File: config.mk
export PLATFORM = sky130hd
export DESIGN_NAME = pbr_exec
export DESIGN_NICKNAME = d
export VERILOG_FILES = /design/src/pbr_pkg.sv /design/src/pbr_exec.sv
export SDC_FILE = /design/constraint.sdc
export NUM_CORES = 1
export LEC_CHECK = 0
export BUFFER_PORTS_ARGS = -buffer_cell sky130_fd_sc_hd__buf_2
export CORE_ASPECT_RATIO = 1.5
export CORE_MARGIN = 2
export CORE_UTILIZATION = 31
export DETAILED_ROUTE_END_ITERATION = 7
export SETUP_SLACK_MARGIN = 0.3
export SYNTH_ARGS = -nofsm -noshare
export SYNTH_HDL_FRONTEND = slang
export SYNTH_SLANG_ARGS = --single-unit
export TNS_END_PERCENT = 30
File: constraint.sdc
create_clock -name i_clk -period 2.05 [get_ports i_clk]
set_input_delay 0.205 -clock i_clk [delete_from_list [all_inputs] [get_ports i_clk]]
set_output_delay 0.205 -clock i_clk [all_outputs]
set_load 0.02 [all_outputs]
File: src/pbr_pkg.sv
// Purpose: Shared constants and types for the power-down, rotate and bit-clear execute unit
// Assumes: 10-bit instruction words, 4-bit data nibbles
// Notes: Opcodes are full 10-bit words except the bit-clear group, matched on its top 8 bits
package pbr_pkg;
    localparam int INSTR_W = 10;
    localparam int NIB_W = 4;
    localparam int ADDR_W = 8;
    localparam logic [9:0] OPC_CLOCK_RUN_PD = 10'h002;
    localparam logic [9:0] OPC_RAM_BACKUP_PD = 10'h008;
    localparam logic [9:0] OPC_PD_ENABLE = 10'h010;
    localparam logic [9:0] OPC_ROTATE_RIGHT = 10'h01D;
    localparam logic [7:0] OPC_BIT_CLEAR_HI = 8'h13;
    localparam logic [3:0] ACC_RESET = 4'h0;
    localparam logic [1:0] POWER_RUN = 2'h0;

    // Core power state, one-hot
    typedef enum logic [2:0] {
        PBR_RUN = 3'b001,
        PBR_CLOCK_RUN = 3'b010,
        PBR_RAM_BACKUP = 3'b100
    } pbr_power_t;

    // Memory write request toward the data RAM
    typedef struct packed {
        logic we;
        logic [7:0] addr;
        logic [3:0] data;
    } pbr_mem_wr_t;

    // Whole state of the unit
    typedef struct packed {
        pbr_power_t power;
        logic pd_armed;
        logic [3:0] acc;
        logic carry_flag;
        pbr_mem_wr_t wr;
        logic done;
    } pbr_state_t;
endpackage

File: src/pbr_exec.sv
// Purpose: Executes the power-down, rotate-right-through-carry and memory bit-clear instructions
// Assumes: One instruction per cycle when i_valid is high; memory read data is combinational
// Assumes: The write-back load and a rotate are not issued in the same cycle
// Notes: Leaving a power-down state takes i_wake (an interrupt or reset in the real core)
// Notes: A write-back load wins over a rotate that shares its cycle
// Notes on behaviour
// - Clock-run power-down takes effect only straight after enable; else no-op
// - RAM back-up op straight after enable enters back-up state, RAM kept
// - RAM back-up op without preceding enable is a no-op
// - Rotate right: old carry into bit 3, bit 0 into carry
// - Bit clear writes zero to bit j of nibble at data pointer
`timescale 1ns/1ps
`default_nettype none
module pbr_exec (
    input wire logic i_clk,
    input wire logic i_reset_n,
    input wire logic i_valid,
    input wire logic [pbr_pkg::INSTR_W-1:0] i_instr,
    input wire logic [pbr_pkg::ADDR_W-1:0] i_data_pointer,
    input wire logic [pbr_pkg::NIB_W-1:0] i_mem_rdata,
    input wire logic i_wake,
    input wire logic i_acc_load,
    input wire logic [pbr_pkg::NIB_W-1:0] i_acc_wdata,
    input wire logic i_carry_wdata,
    output logic [pbr_pkg::NIB_W-1:0] o_acc,
    output logic o_carry_flag,
    output logic o_mem_we,
    output logic [pbr_pkg::ADDR_W-1:0] o_mem_addr,
    output logic [pbr_pkg::NIB_W-1:0] o_mem_wdata,
    output logic o_clock_run,
    output logic o_ram_backup,
    output logic o_done,
    output logic o_skip
);
    import pbr_pkg::*;

    // Decode helpers; all remembered state lives in the one struct
    pbr_state_t state;
    pbr_state_t next_state;
    logic running;
    logic is_bit_clear;
    logic [1:0] bit_sel;

    // Fetch is accepted only in the run state
    assign running = (state.power == PBR_RUN);
    assign is_bit_clear = (i_instr[9:2] == OPC_BIT_CLEAR_HI);
    assign bit_sel = i_instr[1:0];

    // Decode and execute; the enable is armed only for the very next instruction.
    // Idle cycles leave the arming alone, so a stalled fetch cannot lose it.
    always_comb begin
        next_state = state;
        next_state.wr.we = 1'b0;
        next_state.done = 1'b0;
        case (state.power)
            PBR_CLOCK_RUN, PBR_RAM_BACKUP: begin
                // Core halted: fetch and write-back are ignored, only wake counts
                if (i_wake) begin
                    next_state.power = PBR_RUN;
                end
            end
            PBR_RUN: begin
                if (i_valid) begin
                    next_state.done = 1'b1;
                    next_state.pd_armed = (i_instr == OPC_PD_ENABLE);
                    if (i_instr == OPC_CLOCK_RUN_PD) begin
                        // Unarmed request falls through as a no-operation
                        if (state.pd_armed) begin
                            next_state.power = PBR_CLOCK_RUN;
                        end
                    end else if (i_instr == OPC_RAM_BACKUP_PD) begin
                        // Unarmed request falls through as a no-operation
                        if (state.pd_armed) begin
                            next_state.power = PBR_RAM_BACKUP;
                        end
                    end else if (i_instr == OPC_ROTATE_RIGHT) begin
                        next_state.acc = {state.carry_flag, state.acc[3:1]};
                        next_state.carry_flag = state.acc[0];
                    end else if (is_bit_clear) begin
                        // Read-modify-write so the other three bits survive
                        next_state.wr.we = 1'b1;
                        next_state.wr.addr = i_data_pointer;
                        next_state.wr.data = i_mem_rdata & ~(4'h1 << bit_sel);
                    end
                end
                // Write-back from the rest of the core; it wins over a rotate in the
                // same cycle, which the core never issues together with a load
                if (i_acc_load) begin
                    next_state.acc = i_acc_wdata;
                    next_state.carry_flag = i_carry_wdata;
                end
            end
            default: begin
                // Corrupted power code: recover to run with nothing armed
                next_state.power = PBR_RUN;
                next_state.pd_armed = 1'b0;
            end
        endcase
    end

    // State register
    always_ff @(posedge i_clk or negedge i_reset_n) begin
        if (!i_reset_n) begin
            state <= '{power: PBR_RUN, pd_armed: 1'b0, acc: ACC_RESET, carry_flag: 1'b0,
                       wr: '{we: 1'b0, addr: 8'h00, data: 4'h0},
                       done: 1'b0};
        end else begin
            state <= next_state;
        end
    end

    // Outputs from flops, except o_clock_run and o_ram_backup, which compare the power flops, and the constant o_skip
    // Skip is tied low: none of these ops skips the following word
    assign o_acc = state.acc;
    assign o_carry_flag = state.carry_flag;
    assign o_mem_we = state.wr.we;
    assign o_mem_addr = state.wr.addr;
    assign o_mem_wdata = state.wr.data;
    assign o_clock_run = (state.power == PBR_CLOCK_RUN);
    assign o_ram_backup = (state.power == PBR_RAM_BACKUP);
    assign o_done = state.done;
    assign o_skip = 1'b0;

    // Clock-run entry looks only at the arming left behind by the slot before
    a_clock_run_entry: assert property (@(posedge i_clk) disable iff (!i_reset_n)
        running && i_valid && i_instr == OPC_CLOCK_RUN_PD
        |=> o_clock_run == $past(state.pd_armed))
        else $error("clock-run entry wrong");
    a_clock_run_gate: assert property (@(posedge i_clk) disable iff (!i_reset_n)
        $rose(o_clock_run) |-> $past(i_instr) == OPC_CLOCK_RUN_PD && $past(state.pd_armed, 1))
        else $error("clock-run entered without enable");
    a_unarmed_clock_noop: assert property (@(posedge i_clk) disable iff (!i_reset_n)
        running && i_valid && i_instr == OPC_CLOCK_RUN_PD && !state.pd_armed && !i_acc_load
        |=> !o_clock_run && !o_ram_backup && $stable(o_acc) && !o_mem_we)
        else $error("unarmed clock-run not a no-op");

    // Back-up entry and its no-operation twin; RAM is left alone while backed up
    a_backup_entry: assert property (@(posedge i_clk) disable iff (!i_reset_n)
        running && i_valid && i_instr == OPC_RAM_BACKUP_PD && state.pd_armed
        |=> o_ram_backup && !o_clock_run)
        else $error("backup not entered");
    a_backup_noop: assert property (@(posedge i_clk) disable iff (!i_reset_n)
        running && i_valid && i_instr == OPC_RAM_BACKUP_PD && !state.pd_armed && !i_acc_load
        |=> !o_ram_backup && $stable(o_acc) && $stable(o_carry_flag) && !o_mem_we)
        else $error("unarmed backup not a no-op");
    a_backup_no_write: assert property (@(posedge i_clk) disable iff (!i_reset_n)
        o_ram_backup |-> !o_mem_we)
        else $error("memory written in backup state");

    // Arming window: set by the enable, cleared by any other op, kept over idle slots
    a_arm_set: assert property (@(posedge i_clk) disable iff (!i_reset_n)
        running && i_valid && i_instr == OPC_PD_ENABLE |=> state.pd_armed)
        else $error("enable did not arm");
    a_arm_clear: assert property (@(posedge i_clk) disable iff (!i_reset_n)
        running && i_valid && i_instr != OPC_PD_ENABLE |=> !state.pd_armed)
        else $error("arming outlived the next op");
    a_arm_keep: assert property (@(posedge i_clk) disable iff (!i_reset_n)
        running && !i_valid |=> $stable(state.pd_armed))
        else $error("idle slot changed arming");

    // One power state at a time, and only wake leaves it
    a_power_exclusive: assert property (@(posedge i_clk) disable iff (!i_reset_n)
        !(o_clock_run && o_ram_backup))
        else $error("two power states at once");
    a_wake_return: assert property (@(posedge i_clk) disable iff (!i_reset_n)
        !running && i_wake |=> !o_clock_run && !o_ram_backup)
        else $error("wake did not return to run");
    a_power_hold: assert property (@(posedge i_clk) disable iff (!i_reset_n)
        !running && !i_wake |=> $stable(o_clock_run) && $stable(o_ram_backup))
        else $error("power state left without wake");

    // Refused slots leave no trace; idle slots neither complete nor write memory
    a_refused_quiet: assert property (@(posedge i_clk) disable iff (!i_reset_n)
        !running |=> !o_done && !o_mem_we && $stable(o_acc) && $stable(o_carry_flag))
        else $error("halted core executed something");
    a_idle_quiet: assert property (@(posedge i_clk) disable iff (!i_reset_n)
        running && !i_valid |=> !o_done && !o_mem_we)
        else $error("idle slot executed something");

    // Rotate through carry, and the write-back that presets it
    a_rotate_value: assert property (@(posedge i_clk) disable iff (!i_reset_n)
        running && i_valid && i_instr == OPC_ROTATE_RIGHT && !i_acc_load
        |=> o_acc == {$past(o_carry_flag), $past(o_acc[3:1])}
        && o_carry_flag == $past(o_acc[0]))
        else $error("rotate result wrong");
    a_load_value: assert property (@(posedge i_clk) disable iff (!i_reset_n)
        running && i_acc_load
        |=> o_acc == $past(i_acc_wdata) && o_carry_flag == $past(i_carry_wdata))
        else $error("write-back load wrong");
    a_carry_only_rotate: assert property (@(posedge i_clk) disable iff (!i_reset_n)
        !(running && (i_acc_load || (i_valid && i_instr == OPC_ROTATE_RIGHT)))
        |=> $stable(o_carry_flag))
        else $error("carry changed by other op");

    // Bit clear writes one nibble and the write port then holds still
    a_bit_clear: assert property (@(posedge i_clk) disable iff (!i_reset_n)
        running && i_valid && is_bit_clear |=> o_mem_we && o_mem_addr == $past(i_data_pointer)
        && o_mem_wdata[$past(bit_sel)] == 1'b0
        && (o_mem_wdata | (4'h1 << $past(bit_sel)))
        == ($past(i_mem_rdata) | (4'h1 << $past(bit_sel))))
        else $error("bit clear wrong");
    a_write_hold: assert property (@(posedge i_clk) disable iff (!i_reset_n)
        !(running && i_valid && is_bit_clear) |=> $stable(o_mem_addr) && $stable(o_mem_wdata))
        else $error("write port moved without bit clear");
    a_write_source: assert property (@(posedge i_clk) disable iff (!i_reset_n)
        o_mem_we |-> $past(running) && $past(i_valid) && $past(is_bit_clear))
        else $error("memory write without bit clear");

    // Every accepted op completes in the next cycle, and only accepted ops do
    a_one_cycle: assert property (@(posedge i_clk) disable iff (!i_reset_n)
        running && i_valid |=> o_done && !o_skip)
        else $error("op did not finish in one cycle");
    a_done_source: assert property (@(posedge i_clk) disable iff (!i_reset_n)
        o_done |-> $past(running) && $past(i_valid))
        else $error("done without an accepted op");

    // Main scenarios the stimulus must reach
    c_clock_run: cover property (@(posedge i_clk) disable iff (!i_reset_n) $rose(o_clock_run));
    c_backup: cover property (@(posedge i_clk) disable iff (!i_reset_n) $rose(o_ram_backup));
    c_rotate_carry: cover property (@(posedge i_clk) disable iff (!i_reset_n) $rose(o_carry_flag));
    c_bit_clear: cover property (@(posedge i_clk) disable iff (!i_reset_n) o_mem_we);
    c_refused: cover property (@(posedge i_clk) disable iff (!i_reset_n) !running && i_valid);
endmodule
`default_nettype wire

; ---- Yosys cells after proc, flatten, opt, wreduce, memory -nomap -nowiden
; Index checks and enable logic that the tools add are counted.
[word_totals]
input_bits = 32
ff_bits = 23
[classes]
reduce_logical = 7
shifts = 1
muxes = 15
eq_ne = 15
bitwise_logic = 6
[ops]
columns = operator, count
row1 = two-way mux 18 bit, 2
row2 = two-way mux 13 bit, 2
row3 = two-way mux 23 bit, 1
row4 = == test 10 x 5 -> 1 bit (second input constant), 2
row5 = two-way mux 3 bit, 5
row6 = two-way mux 14 bit, 1
row7 = == test 10 x 2 -> 1 bit (second input constant), 1
row8 = == test 10 x 4 -> 1 bit (second input constant), 1
row9 = two-way mux 5 bit, 2
row10 = AND reduction 5 bit, 2
row11 = == test 8 x 5 -> 1 bit (second input constant), 1
row12 = != test 2 bit (second input constant), 4
row13 = != test 3 bit (second input constant), 2
row14 = one-hot mux 3 bit (2 select lines), 1
row15 = AND reduction 6 bit, 1
row16 = bitwise AND 4 bit, 1
row17 = inverter 1 bit, 4
row18 = inverter 4 bit, 1
row19 = nonzero test 2 bit, 2
row20 = << shifter 1 x 2 -> 4 bit (first input constant), 1
row21 = == test 3 x 1 -> 1 bit (second input constant), 1
row22 = == test 3 x 2 -> 1 bit (second input constant), 1
row23 = == test 3 bit (second input constant), 1
row24 = != test 3 x 1 -> 1 bit (second input constant), 1
row25 = 3 further kinds, 3

; ---- Longest topological paths before layout
[logic_depth]
ltp_word = 9
ltp_mapped = 5
ltp_nobuf = 4

; ---- Least setup slack after synthesis
; No wires, ideal clock.
[synth_path]
kind = register to register
from = reg state[20] (netlist name)
to = reg state, in the netlist o_acc[0]
synth_period_minus_slack_ns = 1.564
required_ns = 1.925
slack_ns = 0.486
setup_time_ns = 0.125
stages_incl_launch_ff = 4
arrival_time_ns = 1.439
cell_sequence = dfstp_2 -> or3b_1 -> nor2_4 -> mux2_4
[synth_via]
elab_chain_len = 2
[synth_rtl]
columns = element, line
row1 = from (decl), pbr_exec.sv:38  ; pbr_state_t state;
row2 = from (signal assigned), pbr_exec.sv:104  ; state <= '{power: PBR_RUN, pd_armed: 1'b0, acc: ACC_RESET, carry_flag: 1'b0,
row3 = from (signal assigned), pbr_exec.sv:108  ; state <= next_state;
row4 = == test 3 x 1 -> 1 bit, pbr_exec.sv:55  ; case (state.power)
row5 = AND reduction 5 bit (no source line), -
; Every way passes these cells.
; A chain may end at the register's enable or synchronous reset.

; ---- Worst setup path in the final report
[layout_path]
from = reg state[20] (netlist name)
to = reg state, in the netlist o_carry_flag
; The elaborated chain is that of the path after synthesis.

==> impl_metrics.prom <==
# TYPE chip_impl_metric gauge
chip_impl_info{name="timing.critical_path.from_type",value="flop"} 1
chip_impl_metric{name="number_of_hold_buffers_added_after_cts",unit=""} 1
chip_impl_info{name="critical_path.top_delay_family",value="simple AND/OR/NAND/NOR gates"} 1
chip_impl_metric{name="hold_viol",unit=""} 0
chip_impl_info{name="synth_top_cells_by_area",value="sky130_fd_sc_hd__dfrtp_1 43%, sky130_fd_sc_hd__buf_4 10%, sky130_fd_sc_hd__mux2_4 7.0%, sky130_fd_sc_hd__mux2_2 6.2%, sky130_fd_sc_hd__a22o_1 4.1%"} 1
chip_impl_metric{name="detailedRoute.firstPassIterationCount",unit=""} 4
chip_impl_metric{name="timing.max_cap.violations",unit=""} 0
chip_impl_metric{name="p_int",unit="mW"} 0.695
chip_impl_metric{name="die_w",unit="um"} 56.5
chip_impl_metric{name="timing.reg2reg.setup_slack",unit="ns"} 0.41
chip_impl_metric{name="share_comb_of_total_power",unit=""} 0.186
chip_impl_metric{name="grt_pass1_vias",unit=""} 933
chip_impl_metric{name="ys_seq_elements",unit=""} 23
chip_impl_metric{name="portBuffers",unit=""} 52
chip_impl_metric{name="ioPinCount",unit=""} 54
chip_impl_metric{name="post-route-min-period",unit="ns"} 1.64
chip_impl_info{name="run_status",value="finished clean"} 1
chip_impl_metric{name="mappedNetlistArea",unit="um^2"} 1280
chip_impl_metric{name="power_switching",unit="mW"} 0.245
chip_impl_metric{name="grt_first_pass_wirelength",unit="mm"} 4.13
chip_impl_metric{name="report.power.total",unit="mW"} 0.941
chip_impl_metric{name="drc_errors",unit=""} 0
chip_impl_info{name="clockRootBuffer",value="sky130_fd_sc_hd__clkbuf_8"} 1
chip_impl_metric{name="number_of_clock_sinks_seen_by_cts",unit=""} 23
chip_impl_info{name="timing.hold.worst.class",value="primary input to flop"} 1
chip_impl_metric{name="yosysSeqAreaShare",unit=""} 0.450
chip_impl_metric{name="critPathMaxFanout",unit=""} 5
chip_impl_metric{name="timing.max_slew.rel_slack",unit=""} 0.655
chip_impl_metric{name="core_area",unit="um^2"} 3960
chip_impl_metric{name="synthesized_net_count",unit=""} 139
chip_impl_metric{name="max_clock_freq",unit="GHz"} 0.609
chip_impl_metric{name="synth.avg_cell_area",unit="um^2"} 12.0
chip_impl_metric{name="dp_hpwl",unit="mm"} 2.10
chip_impl_metric{name="power_switching_share",unit=""} 0.261
chip_impl_metric{name="grt_overflow_total",unit=""} 0
chip_impl_metric{name="groute.usage.overall",unit=""} 0.112
chip_impl_metric{name="htreeDepth",unit=""} 1
chip_impl_metric{name="cts_post_setup_buffers_inserted",unit=""} 0
chip_impl_metric{name="inserted_diodes",unit=""} 0
chip_impl_metric{name="avgViaCountPerCell",unit=""} 4.86
chip_impl_metric{name="numCtsBuffers",unit=""} 3
chip_impl_metric{name="synth_cells",unit=""} 107
chip_impl_metric{name="detail_route.iter0.violations",unit=""} 25
chip_impl_info{name="slowest_stage_cell_cp",value="sky130_fd_sc_hd__dfstp_2"} 1
chip_impl_metric{name="layout-drive-gt1-share",unit=""} 0.548
chip_impl_metric{name="p_leak",unit="nW"} 0.795
chip_impl_metric{name="antenna_found_initial",unit=""} 0
chip_impl_metric{name="floorplan.initialDensity",unit=""} 0.324
chip_impl_metric{name="clkLatencyLatePin",unit="ns"} 0.25
chip_impl_metric{name="critical_path_arrival",unit="ns"} 1.78
chip_impl_metric{name="seq_power_share",unit=""} 0.524
chip_impl_info{name="setup_repair_after_global_routing_missed_its_margin",value="false"} 1
chip_impl_metric{name="die_area",unit="um^2"} 4670
chip_impl_metric{name="clk_pin_slew",unit="ns"} 0.08
chip_impl_metric{name="synthToLayoutAreaGrowth",unit="%"} 18.2
chip_impl_info{name="tritoncts_clock_tree",value="built"} 1
chip_impl_metric{name="cp.required",unit="ns"} 2.19
chip_impl_metric{name="asyncSetResetFlopFracSynth",unit=""} 1.00
chip_impl_metric{name="gp_congestion",unit=""} 0.809
chip_impl_metric{name="route.vias.total",unit=""} 929
chip_impl_metric{name="rows",unit=""} 28
chip_impl_metric{name="count_of_flip_flops_with_a_built_in_enable_after_synthesis",unit=""} 0
chip_impl_metric{name="timing.final.setup_violations",unit=""} 0
chip_impl_metric{name="postRouteAntennaNets",unit=""} 0
chip_impl_info{name="synth_largest_area_cell",value="sky130_fd_sc_hd__dfrtp_1"} 1
chip_impl_metric{name="routed_wl",unit="mm"} 2.58
chip_impl_metric{name="post_drt_wl_per_cell",unit="um"} 13.5
chip_impl_metric{name="crit_path_max_incr_delay",unit="ns"} 0.56
chip_impl_metric{name="pwr-share-clk",unit=""} 0.290
chip_impl_metric{name="max-clock-path-buffers",unit=""} 2
chip_impl_info{name="final_common_cell",value="sky130_fd_sc_hd__buf_2"} 1
chip_impl_metric{name="report.final.slew_viol_count",unit=""} 0
chip_impl_metric{name="num-nets-final",unit=""} 179
chip_impl_metric{name="yosys_warning_total",unit=""} 0
chip_impl_metric{name="max-vdd-ir-drop",unit="V"} 0.000266
chip_impl_metric{name="power.density",unit="nW/um^2"} 621
chip_impl_info{name="crit_path_end_kind",value="flop"} 1
chip_impl_metric{name="fin_tns_setup",unit="ns"} 0
chip_impl_info{name="timing.setup.critical_path_class",value="flop to flop"} 1
chip_impl_info{name="layout.cells.most_common_list",value="52 x sky130_fd_sc_hd__buf_2, 22 x sky130_fd_sc_hd__dfrtp_1, 10 x sky130_fd_sc_hd__o21ai_0"} 1
chip_impl_metric{name="max_slew.worst_pin.slew",unit="ns"} 0.518
chip_impl_metric{name="die_h",unit="um"} 82.7
chip_impl_info{name="synth-main-ff-cell",value="sky130_fd_sc_hd__dfrtp_1"} 1
chip_impl_metric{name="synth_largest_type_area_fraction",unit=""} 0.430
chip_impl_metric{name="grt_max_degree",unit=""} 24
chip_impl_metric{name="netlist-cell-type-count",unit=""} 33
chip_impl_metric{name="skew",unit="ns"} 0.00141
chip_impl_metric{name="post_cts_resized",unit=""} 0
chip_impl_metric{name="path_buf_inv",unit=""} 0
chip_impl_info{name="crit_path_cell_trace",value="or3b_1 > nor2_4 > mux2_4"} 1
chip_impl_metric{name="period_share",unit=""} 0.800
[synth_stat cells (2+ instances only)]
cell,instances
sky130_fd_sc_hd__mux2_4,6
sky130_fd_sc_hd__and4bb_2,2
sky130_fd_sc_hd__o21ai_0,10
sky130_fd_sc_hd__buf_4,17
sky130_fd_sc_hd__mux2_2,7
sky130_fd_sc_hd__inv_1,4
sky130_fd_sc_hd__nand2b_1,2
sky130_fd_sc_hd__a41oi_2,2
sky130_fd_sc_hd__nor2_1,3
sky130_fd_sc_hd__nand3_1,2
sky130_fd_sc_hd__a22o_1,6
sky130_fd_sc_hd__nand2_1,4
sky130_fd_sc_hd__dfrtp_1,22
[cell type report]
| type | instances | area, um^2 |
|---|---|---|
| fillers | 402 | 2440 |
| flip-flops and latches | 23 | 577 |
| multi-input cells | 62 | 551 |
| repair buffers | 53 | 270 |
| well taps | 45 | 56.3 |
| clock buffers | 4 | 45.0 |
| inverters | 4 | 15.0 |
[worst reg2reg max path, stage by stage (launching register included)]
cell and delay (ns):
sky130_fd_sc_hd__dfstp_2 0.56, sky130_fd_sc_hd__or3b_1 0.41, sky130_fd_sc_hd__nor2_4 0.24, sky130_fd_sc_hd__mux2_4 0.33
[per-layer routing]
metal / global-route usage / vias up / wire (um)
li1: - / 442 / -
met2: 0.192 / 39 / 1300
met1: 0.135 / 444 / 1050
met5: 0 / - / 0
met4: 0.0524 / 0 / 36
met3: 0.0234 / 4 / 191
[cell families (layout without fill, tap and decap cells)]
| logic type | after synthesis | after routing | share of synthesized area |
|---|---|---|---|
| AOI/OAI and AO/OA | 21 | 21 | 0.122 |
| xor gates and xnor gates | 1 | 1 | 0.00684 |
| buffers and inverters | 22 | 61 | 0.120 |
| DFF | 23 | 23 | 0.450 |
| muxes | 13 | 13 | 0.132 |
| other | 1 | 1 | 0.00293 |
| and+or+nand+nor | 26 | 26 | 0.166 |
[final timing paths]
check	end	startpoint	cells after the start
hold reg to reg	o_mem_wdata[2]	o_mem_wdata[2]	2
setup / recovery	o_carry_flag	state[20]	3
min in group asynchronous	state[22]	i_reset_n	2
hold / removal	o_mem_addr[1]	i_data_pointer[1]	2
setup reg to reg	o_carry_flag	state[20]	3
max in group asynchronous	state[20]	i_reset_n	2
[power by group through the flow]
stage | sequential (mW) | clock, mW | combinational [mW]
floorplan | 0.502 | 0 | 0.120
global placement | 0.500 | 0 | 0.170
detailed placement | 0.502 | 0 | 0.176
CTS | 0.493 | 0.284 | 0.177
global route | 0.496 | 0.302 | 0.190
finish | 0.493 | 0.273 | 0.175
[registers in the layout, summed over array words and instances (netlist names)]
signal	cells
o_acc	4
o_carry_flag	1
o_done	1
o_mem_addr	8
o_mem_wdata	4
state	4
o_mem_we	1
[per-stage QoR]
step	util	setup slack [ns]	hold slack (ns)	instance area (um^2)	cells
2_1_floorplan	-	0.486	-0.0906	1280	107
3_3_place_gp	0.369	0.435	0.205	1460	186
3_5_place_dp	0.369	0.413	0.213	1460	186
4_1_cts	0.382	0.399	0.170	1510	191
5_1_grt	0.382	0.368	0.170	1510	191
6_report	0.382	0.409	0.174	1510	191
Power figures use the tool's default switching activity.
